--- src/design/bpfu_pkg.sv ---
// Constants and types shared by the bank/page fetch unit
// Operation
// Addresses are 24 bits: bank plus offset
// Fetch address is code bank plus pointer
// Pointer overflow increments the code bank
// Pointer borrow decrements the code bank
// Data bank plus computed offset for data
// Conventional direct: page zero base plus byte
// Mode select bit chooses direct scheme
// Mode select bit sticks until reset
// Expanded direct: four 64-byte windows
// Operand top two bits pick base register
// All core transfers pass through this unit
// Separate code, data and address buses
// Code bus fetches memory; peripherals data only
// Fetch address register tracks next byte
// Ten-byte prefetch queue
// Data address register holds next data address
// Thirty-two bit data buffer stages transfers
// Prefetch when bus free and queue has room
// Bytes handed to core only on request
// Branch flushes queue and refetches at target
// Fetch width follows fetch address alignment
// Core loads data address before transfer
// Bus cycle shaped by access size
// Fetch address advances, carrying into bank
package bpfu_pkg;
  localparam int          ADDR_W      = 24;
  localparam int          BANK_W      = 8;
  localparam int          OFS_W       = 16;
  localparam int          CODE_W      = 32;
  localparam int          DATA_W      = 16;
  localparam int          BUF_W       = 32;
  localparam int          QDEPTH      = 10;
  localparam int          QCNT_W      = 4;
  localparam int          PAGE_CNT    = 4;
  localparam int          BYTE_LANES  = 4;

  localparam logic [1:0]  SZ_BYTE     = 2'h0;
  localparam logic [1:0]  SZ_WORD     = 2'h1;
  localparam logic [1:0]  SZ_DWORD    = 2'h2;

  localparam logic [1:0]  AM_BANKED   = 2'h0;
  localparam logic [1:0]  AM_LONG     = 2'h1;
  localparam logic [1:0]  AM_DIRECT   = 2'h2;

  localparam logic [2:0]  SEL_DATA_BANK = 3'h0;
  localparam logic [2:0]  SEL_PAGE0     = 3'h1;
  localparam logic [2:0]  SEL_PAGE1     = 3'h2;
  localparam logic [2:0]  SEL_PAGE2     = 3'h3;
  localparam logic [2:0]  SEL_PAGE3     = 3'h4;
  localparam logic [2:0]  SEL_MODE1     = 3'h5;
  localparam int          MODE1_DIRECT_BIT = 1;

  localparam int          DP_SEL_LSB  = 6;
  localparam logic [7:0]  DIRECT_BANK = 8'h00;
  localparam logic [ADDR_W-1:0] STEP_ONE  = 24'h000001;
  localparam logic [ADDR_W-1:0] HALF_STEP = 24'h000002;
  localparam logic [QCNT_W-1:0] FOUR_B    = 4'h4;
  localparam logic [QCNT_W-1:0] TWO_B     = 4'h2;
  localparam logic [QCNT_W-1:0] ONE_B     = 4'h1;

  typedef enum logic [1:0] {
    BPFU_AL_ODD,
    BPFU_AL_EVEN,
    BPFU_AL_QUAD,
    BPFU_AL_OCT
  } bpfu_align_t;

  typedef enum logic [1:0] {
    BPFU_BUS_IDLE,
    BPFU_BUS_CODE,
    BPFU_BUS_DATA
  } bpfu_bus_st_t;
endpackage

--- src/design/bpfu_q_if.sv ---
// Carrier between the fetch front end and the prefetch queue
`timescale 1ns/100ps
interface bpfu_q_if;
  import bpfu_pkg::*;
  logic                push_valid;
  logic [QCNT_W-1:0]   push_count;
  logic [CODE_W-1:0]   push_data;
  logic                pop;
  logic                flush;
  logic [7:0]          head;
  logic [QCNT_W-1:0]   count;

  modport fill (
    output push_valid, push_count, push_data, pop, flush,
    input  head, count
  );
  modport store (
    input  push_valid, push_count, push_data, pop, flush,
    output head, count
  );
endinterface

--- src/design/bpfu_queue.sv ---
// Byte-wide prefetch queue, head at entry zero
`timescale 1ns/100ps
module bpfu_queue
  import bpfu_pkg::*;
#(
  parameter int DEPTH = QDEPTH
) (
  input  wire logic mclk_i,
  input  wire logic reset_i,
  bpfu_q_if.store   q
);
  typedef struct packed {
    logic [DEPTH-1:0][7:0] mem;
    logic [QCNT_W-1:0]     count;
  } bpfu_queue_st_t;

  bpfu_queue_st_t r;
  bpfu_queue_st_t next_r;

  // ==========================================================
  // Pop, then append
  always_comb begin
    logic [QCNT_W-1:0] cnt;
    int                idx;
    next_r = r;
    cnt    = r.count;
    idx    = 0;
    // branch empties queue
    if (q.flush) begin
      next_r.count = '0;
    end else begin
      if (q.pop && r.count != '0) begin
        for (int i = 0; i < DEPTH - 1; i++) begin
          next_r.mem[i] = r.mem[i+1];
        end
        cnt = cnt - ONE_B;
      end
      // ten one-byte entries
      if (q.push_valid) begin
        for (int k = 0; k < BYTE_LANES; k++) begin
          idx = int'(cnt) + k;
          if (k < int'(q.push_count) && idx < DEPTH) begin
            next_r.mem[idx] = q.push_data[8*k +: 8];
          end
        end
        cnt = cnt + q.push_count;
      end
      next_r.count = cnt;
    end
  end

  always_ff @(posedge mclk_i or posedge reset_i) begin
    if (reset_i) begin
      r <= '0;
    end else begin
      r <= next_r;
    end
  end

  assign q.head  = r.mem[0];
  assign q.count = r.count;
endmodule

--- src/design/bpfu_top.sv ---
// Bank/page address generation and fetch access unit front end
`timescale 1ns/100ps
module bpfu_top
  import bpfu_pkg::*;
(
  input  wire logic              mclk_i,
  input  wire logic              reset_i,
  // Branch / flush from the core
  input  wire logic              branch_i,
  input  wire logic              branch_rel_i,
  input  wire logic [BANK_W-1:0] branch_bank_i,
  input  wire logic [OFS_W-1:0]  branch_ofs_i,
  // Instruction byte hand-off
  input  wire logic              byte_req_i,
  output logic                   byte_valid_o,
  output logic [7:0]             byte_o,
  output logic [BANK_W-1:0]      code_bank_o,
  output logic [OFS_W-1:0]       fetch_pointer_o,
  // Core register writes
  input  wire logic              reg_we_i,
  input  wire logic [2:0]        reg_sel_i,
  input  wire logic [OFS_W-1:0]  reg_wdata_i,
  output logic                   direct_expanded_o,
  // Data access request
  input  wire logic              data_req_i,
  input  wire logic              data_we_i,
  input  wire logic [1:0]        data_size_i,
  input  wire logic [1:0]        data_mode_i,
  input  wire logic [BANK_W-1:0] data_bank_i,
  input  wire logic [OFS_W-1:0]  data_operand_i,
  input  wire logic [BUF_W-1:0]  data_wdata_i,
  output logic                   data_busy_o,
  output logic                   data_done_o,
  output logic [BUF_W-1:0]       data_rdata_o,
  // Internal buses
  output logic [ADDR_W-1:0]      abus_addr_o,
  output logic [1:0]             abus_size_o,
  output logic                   cbus_rd_o,
  input  wire logic [CODE_W-1:0] cbus_data_i,
  output logic                   dbus_rd_o,
  output logic                   dbus_wr_o,
  output logic [DATA_W-1:0]      dbus_wdata_o,
  input  wire logic [DATA_W-1:0] dbus_rdata_i,
  input  wire logic              bus_ack_i
);
  typedef struct packed {
    logic [BANK_W-1:0]                code_bank_reg;
    logic [OFS_W-1:0]                 next_fetch_pointer;
    logic [BANK_W-1:0]                data_bank_reg;
    logic [PAGE_CNT-1:0][OFS_W-1:0]   page_base;
    logic                             direct_expanded;
    logic [ADDR_W-1:0]                fetch_addr;
    logic [QCNT_W-1:0]                fetch_n;
    logic                             drop;
    bpfu_bus_st_t                     bus_st;
    logic [ADDR_W-1:0]                data_addr;
    logic [BUF_W-1:0]                 data_buf;
    logic                             data_we;
    logic [1:0]                       data_size;
    logic                             data_half;
    logic                             data_pend;
    logic                             data_done;
    logic                             byte_pend;
    logic                             byte_valid;
    logic [7:0]                       byte_data;
    logic [ADDR_W-1:0]                abus_addr;
    logic [1:0]                       abus_size;
    logic                             cbus_rd;
    logic                             dbus_rd;
    logic                             dbus_wr;
    logic [DATA_W-1:0]                dbus_wdata;
  } bpfu_st_t;

  bpfu_st_t r;
  bpfu_st_t next_r;

  bpfu_q_if qif ();

  bpfu_queue #(
    .DEPTH (QDEPTH)
  ) u_queue (
    .mclk_i  (mclk_i),
    .reset_i (reset_i),
    .q       (qif.store)
  );

  // ==========================================================
  // Address arithmetic
  logic [ADDR_W-1:0]  pc_full;
  logic [ADDR_W-1:0]  branch_dest;
  logic [OFS_W-1:0]   direct_ofs;
  logic [ADDR_W-1:0]  data_ea;
  logic [QCNT_W-1:0]  q_free;
  bpfu_align_t        fetch_align;
  logic [QCNT_W-1:0]  fetch_cnt;
  logic [1:0]         fetch_size;

  // code bank over pointer
  assign pc_full = {r.code_bank_reg, r.next_fetch_pointer};

  // relative carry or borrow moves bank
  assign branch_dest = branch_rel_i ?
                       pc_full + {{BANK_W{branch_ofs_i[OFS_W-1]}}, branch_ofs_i} :
                       {branch_bank_i, branch_ofs_i};

  always_comb begin
    // expanded: two select bits, six offset bits
    if (r.direct_expanded) begin
      direct_ofs = r.page_base[data_operand_i[7:DP_SEL_LSB]]
                 + {{(OFS_W-DP_SEL_LSB){1'b0}}, data_operand_i[DP_SEL_LSB-1:0]};
    // conventional: page zero base plus byte
    end else begin
      direct_ofs = r.page_base[0] + {{(OFS_W-8){1'b0}}, data_operand_i[7:0]};
    end
  end

  always_comb begin
    // bank plus in-bank offset
    unique case (data_mode_i)
      AM_LONG:   data_ea = {data_bank_i, data_operand_i};
      AM_DIRECT: data_ea = {DIRECT_BANK, direct_ofs};
      default:   data_ea = {r.data_bank_reg, data_operand_i};
    endcase
  end

  assign q_free = QCNT_W'(QDEPTH) - qif.count;

  always_comb begin
    // alignment class from low three bits
    if (r.fetch_addr[2:0] == 3'h0) begin
      fetch_align = BPFU_AL_OCT;
    end else if (r.fetch_addr[1:0] == 2'h0) begin
      fetch_align = BPFU_AL_QUAD;
    end else if (r.fetch_addr[0] == 1'b0) begin
      fetch_align = BPFU_AL_EVEN;
    end else begin
      fetch_align = BPFU_AL_ODD;
    end
  end

  always_comb begin
    // width limited by alignment and free room
    unique case (fetch_align)
      BPFU_AL_OCT, BPFU_AL_QUAD: begin
        if (q_free >= FOUR_B) begin
          fetch_cnt = FOUR_B;
        end else if (q_free >= TWO_B) begin
          fetch_cnt = TWO_B;
        end else begin
          fetch_cnt = ONE_B;
        end
      end
      BPFU_AL_EVEN: fetch_cnt = (q_free >= TWO_B) ? TWO_B : ONE_B;
      BPFU_AL_ODD:  fetch_cnt = ONE_B;
    endcase
    // bus size from byte count
    if (fetch_cnt == FOUR_B) begin
      fetch_size = SZ_DWORD;
    end else if (fetch_cnt == TWO_B) begin
      fetch_size = SZ_WORD;
    end else begin
      fetch_size = SZ_BYTE;
    end
  end

  // ==========================================================
  // Next state
  always_comb begin
    next_r          = r;
    next_r.byte_valid = 1'b0;
    next_r.data_done  = 1'b0;
    qif.push_valid  = 1'b0;
    qif.push_count  = r.fetch_n;
    qif.push_data   = cbus_data_i;
    qif.pop         = 1'b0;
    qif.flush       = 1'b0;

    // Core register writes
    if (reg_we_i) begin
      unique case (reg_sel_i)
        SEL_DATA_BANK: next_r.data_bank_reg = reg_wdata_i[BANK_W-1:0];
        SEL_PAGE0:     next_r.page_base[0]  = reg_wdata_i;
        SEL_PAGE1:     next_r.page_base[1]  = reg_wdata_i;
        SEL_PAGE2:     next_r.page_base[2]  = reg_wdata_i;
        SEL_PAGE3:     next_r.page_base[3]  = reg_wdata_i;
        SEL_MODE1: begin
          // set only; reset alone clears
          if (reg_wdata_i[MODE1_DIRECT_BIT]) begin
            next_r.direct_expanded = 1'b1;
          end
        end
        default: ;
      endcase
    end

    // hand a byte only against a request
    if (r.byte_pend && qif.count != '0 && !branch_i) begin
      qif.pop            = 1'b1;
      next_r.byte_valid  = 1'b1;
      next_r.byte_data   = qif.head;
      next_r.byte_pend   = 1'b0;
      // pointer overflow carries into bank
      {next_r.code_bank_reg, next_r.next_fetch_pointer} = pc_full + STEP_ONE;
    end
    if (byte_req_i) begin
      next_r.byte_pend = 1'b1;
    end

    // capture address and write data
    if (data_req_i && !r.data_pend) begin
      next_r.data_pend = 1'b1;
      next_r.data_addr = data_ea;
      next_r.data_we   = data_we_i;
      next_r.data_size = data_size_i;
      next_r.data_buf  = data_wdata_i;
      next_r.data_half = 1'b0;
    end

    // single owner of the internal buses
    unique case (r.bus_st)
      BPFU_BUS_IDLE: begin
        if (r.data_pend) begin
          // High half of a double word restarts here after its idle cycle
          next_r.bus_st     = BPFU_BUS_DATA;
          next_r.abus_addr  = r.data_half ? r.data_addr + HALF_STEP : r.data_addr;
          // double word runs as two word cycles
          next_r.abus_size  = (r.data_size == SZ_DWORD) ? SZ_WORD : r.data_size;
          next_r.dbus_rd    = !r.data_we;
          next_r.dbus_wr    = r.data_we;
          next_r.dbus_wdata = r.data_half ? r.data_buf[BUF_W-1:DATA_W]
                                          : r.data_buf[DATA_W-1:0];
        // fetch on code bus while room
        end else if (q_free != '0 && !branch_i) begin
          next_r.bus_st    = BPFU_BUS_CODE;
          next_r.abus_addr = r.fetch_addr;
          next_r.abus_size = fetch_size;
          next_r.fetch_n   = fetch_cnt;
          next_r.cbus_rd   = 1'b1;
          next_r.drop      = 1'b0;
        end
      end
      BPFU_BUS_CODE: begin
        if (bus_ack_i) begin
          next_r.bus_st  = BPFU_BUS_IDLE;
          next_r.cbus_rd = 1'b0;
          if (!r.drop && !branch_i) begin
            qif.push_valid    = 1'b1;
            // advance with carry into bank
            next_r.fetch_addr = r.fetch_addr + ADDR_W'(r.fetch_n);
          end
        end
      end
      BPFU_BUS_DATA: begin
        if (bus_ack_i) begin
          if (r.data_size == SZ_DWORD && !r.data_half) begin
            // Strobe drops for one idle cycle between the two halves
            next_r.data_half  = 1'b1;
            next_r.bus_st     = BPFU_BUS_IDLE;
            next_r.dbus_rd    = 1'b0;
            next_r.dbus_wr    = 1'b0;
            if (!r.data_we) begin
              next_r.data_buf[DATA_W-1:0] = dbus_rdata_i;
            end
          end else begin
            next_r.bus_st    = BPFU_BUS_IDLE;
            next_r.dbus_rd   = 1'b0;
            next_r.dbus_wr   = 1'b0;
            next_r.data_pend = 1'b0;
            next_r.data_done = 1'b1;
            if (!r.data_we) begin
              unique case (r.data_size)
                SZ_BYTE:  next_r.data_buf = {{(BUF_W-8){1'b0}}, dbus_rdata_i[7:0]};
                SZ_DWORD: next_r.data_buf[BUF_W-1:DATA_W] = dbus_rdata_i;
                default:  next_r.data_buf = {{(BUF_W-DATA_W){1'b0}}, dbus_rdata_i};
              endcase
            end
          end
        end
      end
      default: next_r.bus_st = BPFU_BUS_IDLE;
    endcase

    // flush queue, retarget fetch and pointer
    if (branch_i) begin
      qif.flush         = 1'b1;
      next_r.byte_pend  = byte_req_i;
      next_r.fetch_addr = branch_dest;
      {next_r.code_bank_reg, next_r.next_fetch_pointer} = branch_dest;
      if (r.bus_st == BPFU_BUS_CODE && !bus_ack_i) begin
        next_r.drop = 1'b1;
      end
    end
  end

  always_ff @(posedge mclk_i or posedge reset_i) begin
    if (reset_i) begin
      r <= '0;
    end else begin
      r <= next_r;
    end
  end

  // ==========================================================
  // Outputs, all from flip-flops
  assign byte_valid_o      = r.byte_valid;
  assign byte_o            = r.byte_data;
  assign code_bank_o       = r.code_bank_reg;
  assign fetch_pointer_o   = r.next_fetch_pointer;
  assign direct_expanded_o = r.direct_expanded;
  assign data_busy_o       = r.data_pend;
  assign data_done_o       = r.data_done;
  assign data_rdata_o      = r.data_buf;
  assign abus_addr_o       = r.abus_addr;
  assign abus_size_o       = r.abus_size;
  assign cbus_rd_o         = r.cbus_rd;
  assign dbus_rd_o         = r.dbus_rd;
  assign dbus_wr_o         = r.dbus_wr;
  assign dbus_wdata_o      = r.dbus_wdata;
endmodule

--- config.mk ---
export PLATFORM = sky130hd
export DESIGN_NAME = bpfu_top
export DESIGN_NICKNAME = d
export VERILOG_FILES = /design/src/design/bpfu_pkg.sv /design/src/design/bpfu_q_if.sv /design/src/design/bpfu_queue.sv /design/src/design/bpfu_top.sv
export SDC_FILE = /design/constraint.sdc
export NUM_CORES = 1
export LEC_CHECK = 0
export ABC_CLOCK_PERIOD_IN_PS = 10630
export BUFFER_PORTS_ARGS = -buffer_cell sky130_fd_sc_hd__buf_2
export CORE_MARGIN = 2
export CORE_UTILIZATION = 45
export CTS_BUF_LIST = sky130_fd_sc_hd__clkbuf_8 sky130_fd_sc_hd__clkbuf_16
export DETAILED_ROUTE_END_ITERATION = 6
export MAX_ROUTING_LAYER = met4
export PLACE_DENSITY = 0.66
export REMOVE_ABC_BUFFERS = 1
export SLEW_MARGIN = 10
export SYNTH_ARGS = -nofsm -noshare
export SYNTH_HDL_FRONTEND = slang
export SYNTH_SLANG_ARGS = --single-unit
--- constraint.sdc ---
create_clock -name mclk_i -period 10.63 [get_ports mclk_i]
set_clock_uncertainty 0.15 [all_clocks]
set_input_delay 0.5315 -clock mclk_i [delete_from_list [all_inputs] [get_ports mclk_i]]
set_output_delay 0.5315 -clock mclk_i [all_outputs]
set_load 0.005 [all_outputs]
==> metrics.yaml <==
cp_top_family: "compound AO/OA/AOI/OAI gates"
fin_util_pct: 50.1
path_buf_inv: 3
pwr_density_cell_nw_per_um2: 265
hold_start: "data_size_i[1]"
dp_hpwl_um: 53700
cts_buffers: 39
cts_hold_buffers: 3
routabilityCongestion: 0.982
outcome: "finished, final reports clean"
synth_edf_count: 0
critPathMaxFanout: 84
routedWlPerCell_um: 23.0
port_buffers: 272
hold_violations: 0
critical_path_required_ns: 10.94
cts.sinks: 328
die_w_um: 230
totalWireLength_um: 78000
total_leakage_power_nw: 10.9
yosys.cell_types.count: 89
postCtsSetupBuffers: 0
final_area_sq_um: 25200
clk_pin_slew_ns: 0.06
grt_max_degree: 165
stdcell_count: 3386
vias: 21200
finalCritPeriodShare_pct: 61.8
grt_pass1_vias: 20500
ctsResizeCount: 0
cp-end-kind: "flop"
drtIter0Drc: 2191
crit_slowest_cell: "o21ai_1"
initial_core_util_pct: 45.6
dieHeight_um: 230
synth_area_per_cell_sq_um: 8.74
dpl.cell_count: 3310
cp-startpoint: "u_queue.q.count[0]$_DFF_PP0_"
avgViaCountPerCell: 6.25
fin_nets: 2910
htree_levels: 2
min_path_type: "primary input to flop"
placementRows: 82
synth_warnings: 0
dieArea_sq_um: 52800
crit_path_max_incr_delay_ns: 1.06
cp_cell_sequence: "inv_1 > ha_1 > or3b_1 > nand2_4 > o21ai_1 > ha_1 > inv_1 > o31ai_1 > o311ai_2 > a21oi_1 > buf_4 > nand4_1 > mux2i_1 > a221oi_2 > a221o_1"
track_usage_pct: 29.6
path_class: "flop to flop"
final_common_cell: "nand2_1"
drc: 0
antenna_found_initial: 4
cts_buffer_depth: 3
drive_gt1_share_pct: 18.3
rr_startpoint: "u_queue.q.count[0]$_DFF_PP0_"
slew_headroom_pct: 16.7
fmax_mhz: 152
layout_common_cells: "430 x nand2_1, 328 x dfrtp_1, 272 x buf_2, 155 x o21ai_0"
cap_violations: 0
core_sq_um: 50300
synth_ff_type: "dfrtp_1"
slew_violations: 0
start_kind: "flop"
synth_area_sq_um: 22900
cts_tree: "yes"
insertion_delay_ns: 0.58
tns_ns: 0
ir_drop_v: 0.000166
grt_pass1_wl_um: 120000
top_level_ports: 273
layout_min_cycle_time_ns: 6.57
synth_seq_area_share_pct: 35.8
finalSetupViolCount: 0
dpl_cell_area_sq_um: 23900
worstMarginPinSlew_ns: 1.24
syn2layout_area_growth_pct: 9.86
drt.antenna.violating_nets: 0
synthCells: 2625
arrival_ns: 6.88
synth_seq_cells: 328
fillers: 4796
firstDrtPassIters: 7
cts_root_buf: "clkbuf_16"
grt-ovfl-total: 0
rsz0062_at_grt: "false"
synthArstFlopShare_pct: 100
==> worst register-to-register path, stage by stage (launching register included) <==
cell      delay (ns)
dfrtp_1         0.55
inv_1           0.23
ha_1            0.31
or3b_1          0.38
nand2_4         0.62
o21ai_1         1.06
ha_1            0.45
inv_1           0.14
o31ai_1         0.30
o311ai_2        0.27
a21oi_1         0.29
buf_4           0.28
nand4_1         0.63
mux2i_1         0.43
a221oi_2        0.09
a221o_1         0.28
==> power breakdown <==
| group | internal (mW) | switching [mW] |
|---|---|---|
| sequential | 1.70 | 0.522 |
| clock | 0.771 | 0.577 |
| combinational | 1.29 | 1.82 |
| total | 3.77 | 2.91 |
==> final timing paths <==
kind                                          endpoint  slack [ns]  depth (start not counted)
max                          u_queue.r[41]$_DFFE_PP0N_        4.06                         15
min                                  r[59]$_DFFE_PP0P_        0.04                          3
max reg2reg                  u_queue.r[41]$_DFFE_PP0N_        4.06                         15
min reg2reg                      byte_o[2]$_DFFE_PP0P_        0.32                          2
max in group asynchronous           r[171]$_DFFE_PP0P_        8.45                          4
min in group asynchronous  abus_addr_o[22]$_DFFE_PP0P_        0.45                          3
==> state kept, by name (all words and copies together), names as in the netlist, 2 cells and up <==
| register | cells |
|---|---|
| byte_o | 8 |
| u_queue.q.head | 8 |
| fetch_pointer_o | 16 |
| abus_addr_o | 24 |
| dbus_wdata_o | 16 |
| abus_size_o | 2 |
| code_bank_o | 8 |
| data_rdata_o | 32 |
| qif.push_count | 3 |
| r | 128 |
| u_queue.q.count | 4 |
| u_queue.r | 72 |
==> through the flow <==
| step | hold slack, ns | power (mW) | setup slack, ns |
|---|---|---|---|
| after floorplan | 0.310 | 4.19 | 0.865 |
| after global placement | 0.304 | 5.18 | 4.14 |
| after detailed placement | 0.313 | 5.28 | 3.90 |
| after CTS | 0.00331 | 6.65 | 4.21 |
| after global routing | 0.0298 | 7.10 | 3.68 |
| final | 0.0361 | 6.68 | 4.06 |
==> cell usage after synthesis, drive strengths merged (7+ instances only) <==
cell type / instances / area, sq um
a211o: 8 / 70.1
a211oi: 20 / 150
a21o: 26 / 195
a21oi: 143 / 716
a221o: 10 / 100
a221oi: 20 / 225
a222oi: 23 / 230
a22oi: 42 / 315
a31oi: 27 / 169
and2: 20 / 125
and3: 31 / 194
and4: 8 / 70.1
buf: 155 / 1010
clkbuf: 129 / 484
dfrtp: 328 / 8210
ha: 63 / 788
inv: 54 / 203
mux2: 80 / 905
mux2i: 100 / 1000
mux4: 16 / 360
nand2: 431 / 1630
nand2b: 13 / 81.3
nand3: 84 / 420
nand3b: 7 / 52.6
nand4: 28 / 175
nor2: 145 / 544
nor2b: 23 / 144
nor3: 23 / 115
o2111ai: 22 / 216
o211a: 14 / 140
o211ai: 84 / 631
o21a: 16 / 120
o21ai: 159 / 796
o21bai: 9 / 67.6
o221a: 7 / 78.8
o221ai: 19 / 166
o22a: 10 / 87.6
o22ai: 31 / 194
o31ai: 9 / 67.6
or2: 8 / 50.1
or3: 11 / 68.8
xnor2: 54 / 473
xor2: 47 / 412
==> cell type report <==
class / instances / area (sq um) / share of cell area [%]
clock inverters: 23 / 188 / 0.745
well taps: 672 / 841 / 3.34
inverters: 55 / 214 / 0.849
repair buffers: 300 / 1590 / 6.32
diodes: 4 / 10.0 / 0.0397
multi-input cells: 1958 / 13100 / 51.9
flip-flops and latches: 328 / 8210 / 32.6
clock buffers: 46 / 1070 / 4.26
==> logic make-up after synthesis <==
group | count (synthesis) | synth area share, %
XOR/XNOR | 101 | 3.86
flip-flops | 328 | 35.8
adder cells (fa/ha/maj) | 68 | 3.87
multiplexers | 196 | 9.88
AO/OA/AOI/OAI | 731 | 22.0
buffers and inverters | 339 | 7.44
AND/OR/NAND/NOR | 862 | 17.1
==> metal layers <==
layer  share of wire (%)  vias to the layer above  track usage, %
li1                    -                     9588               -
met1                  42                    10300            39.5
met3                 8.9                      228            5.25
met4                 4.0                        0            10.9
met5                   0                        -               -
met2                  45                     1093            45.1
(Power assumes the default switching activity.)
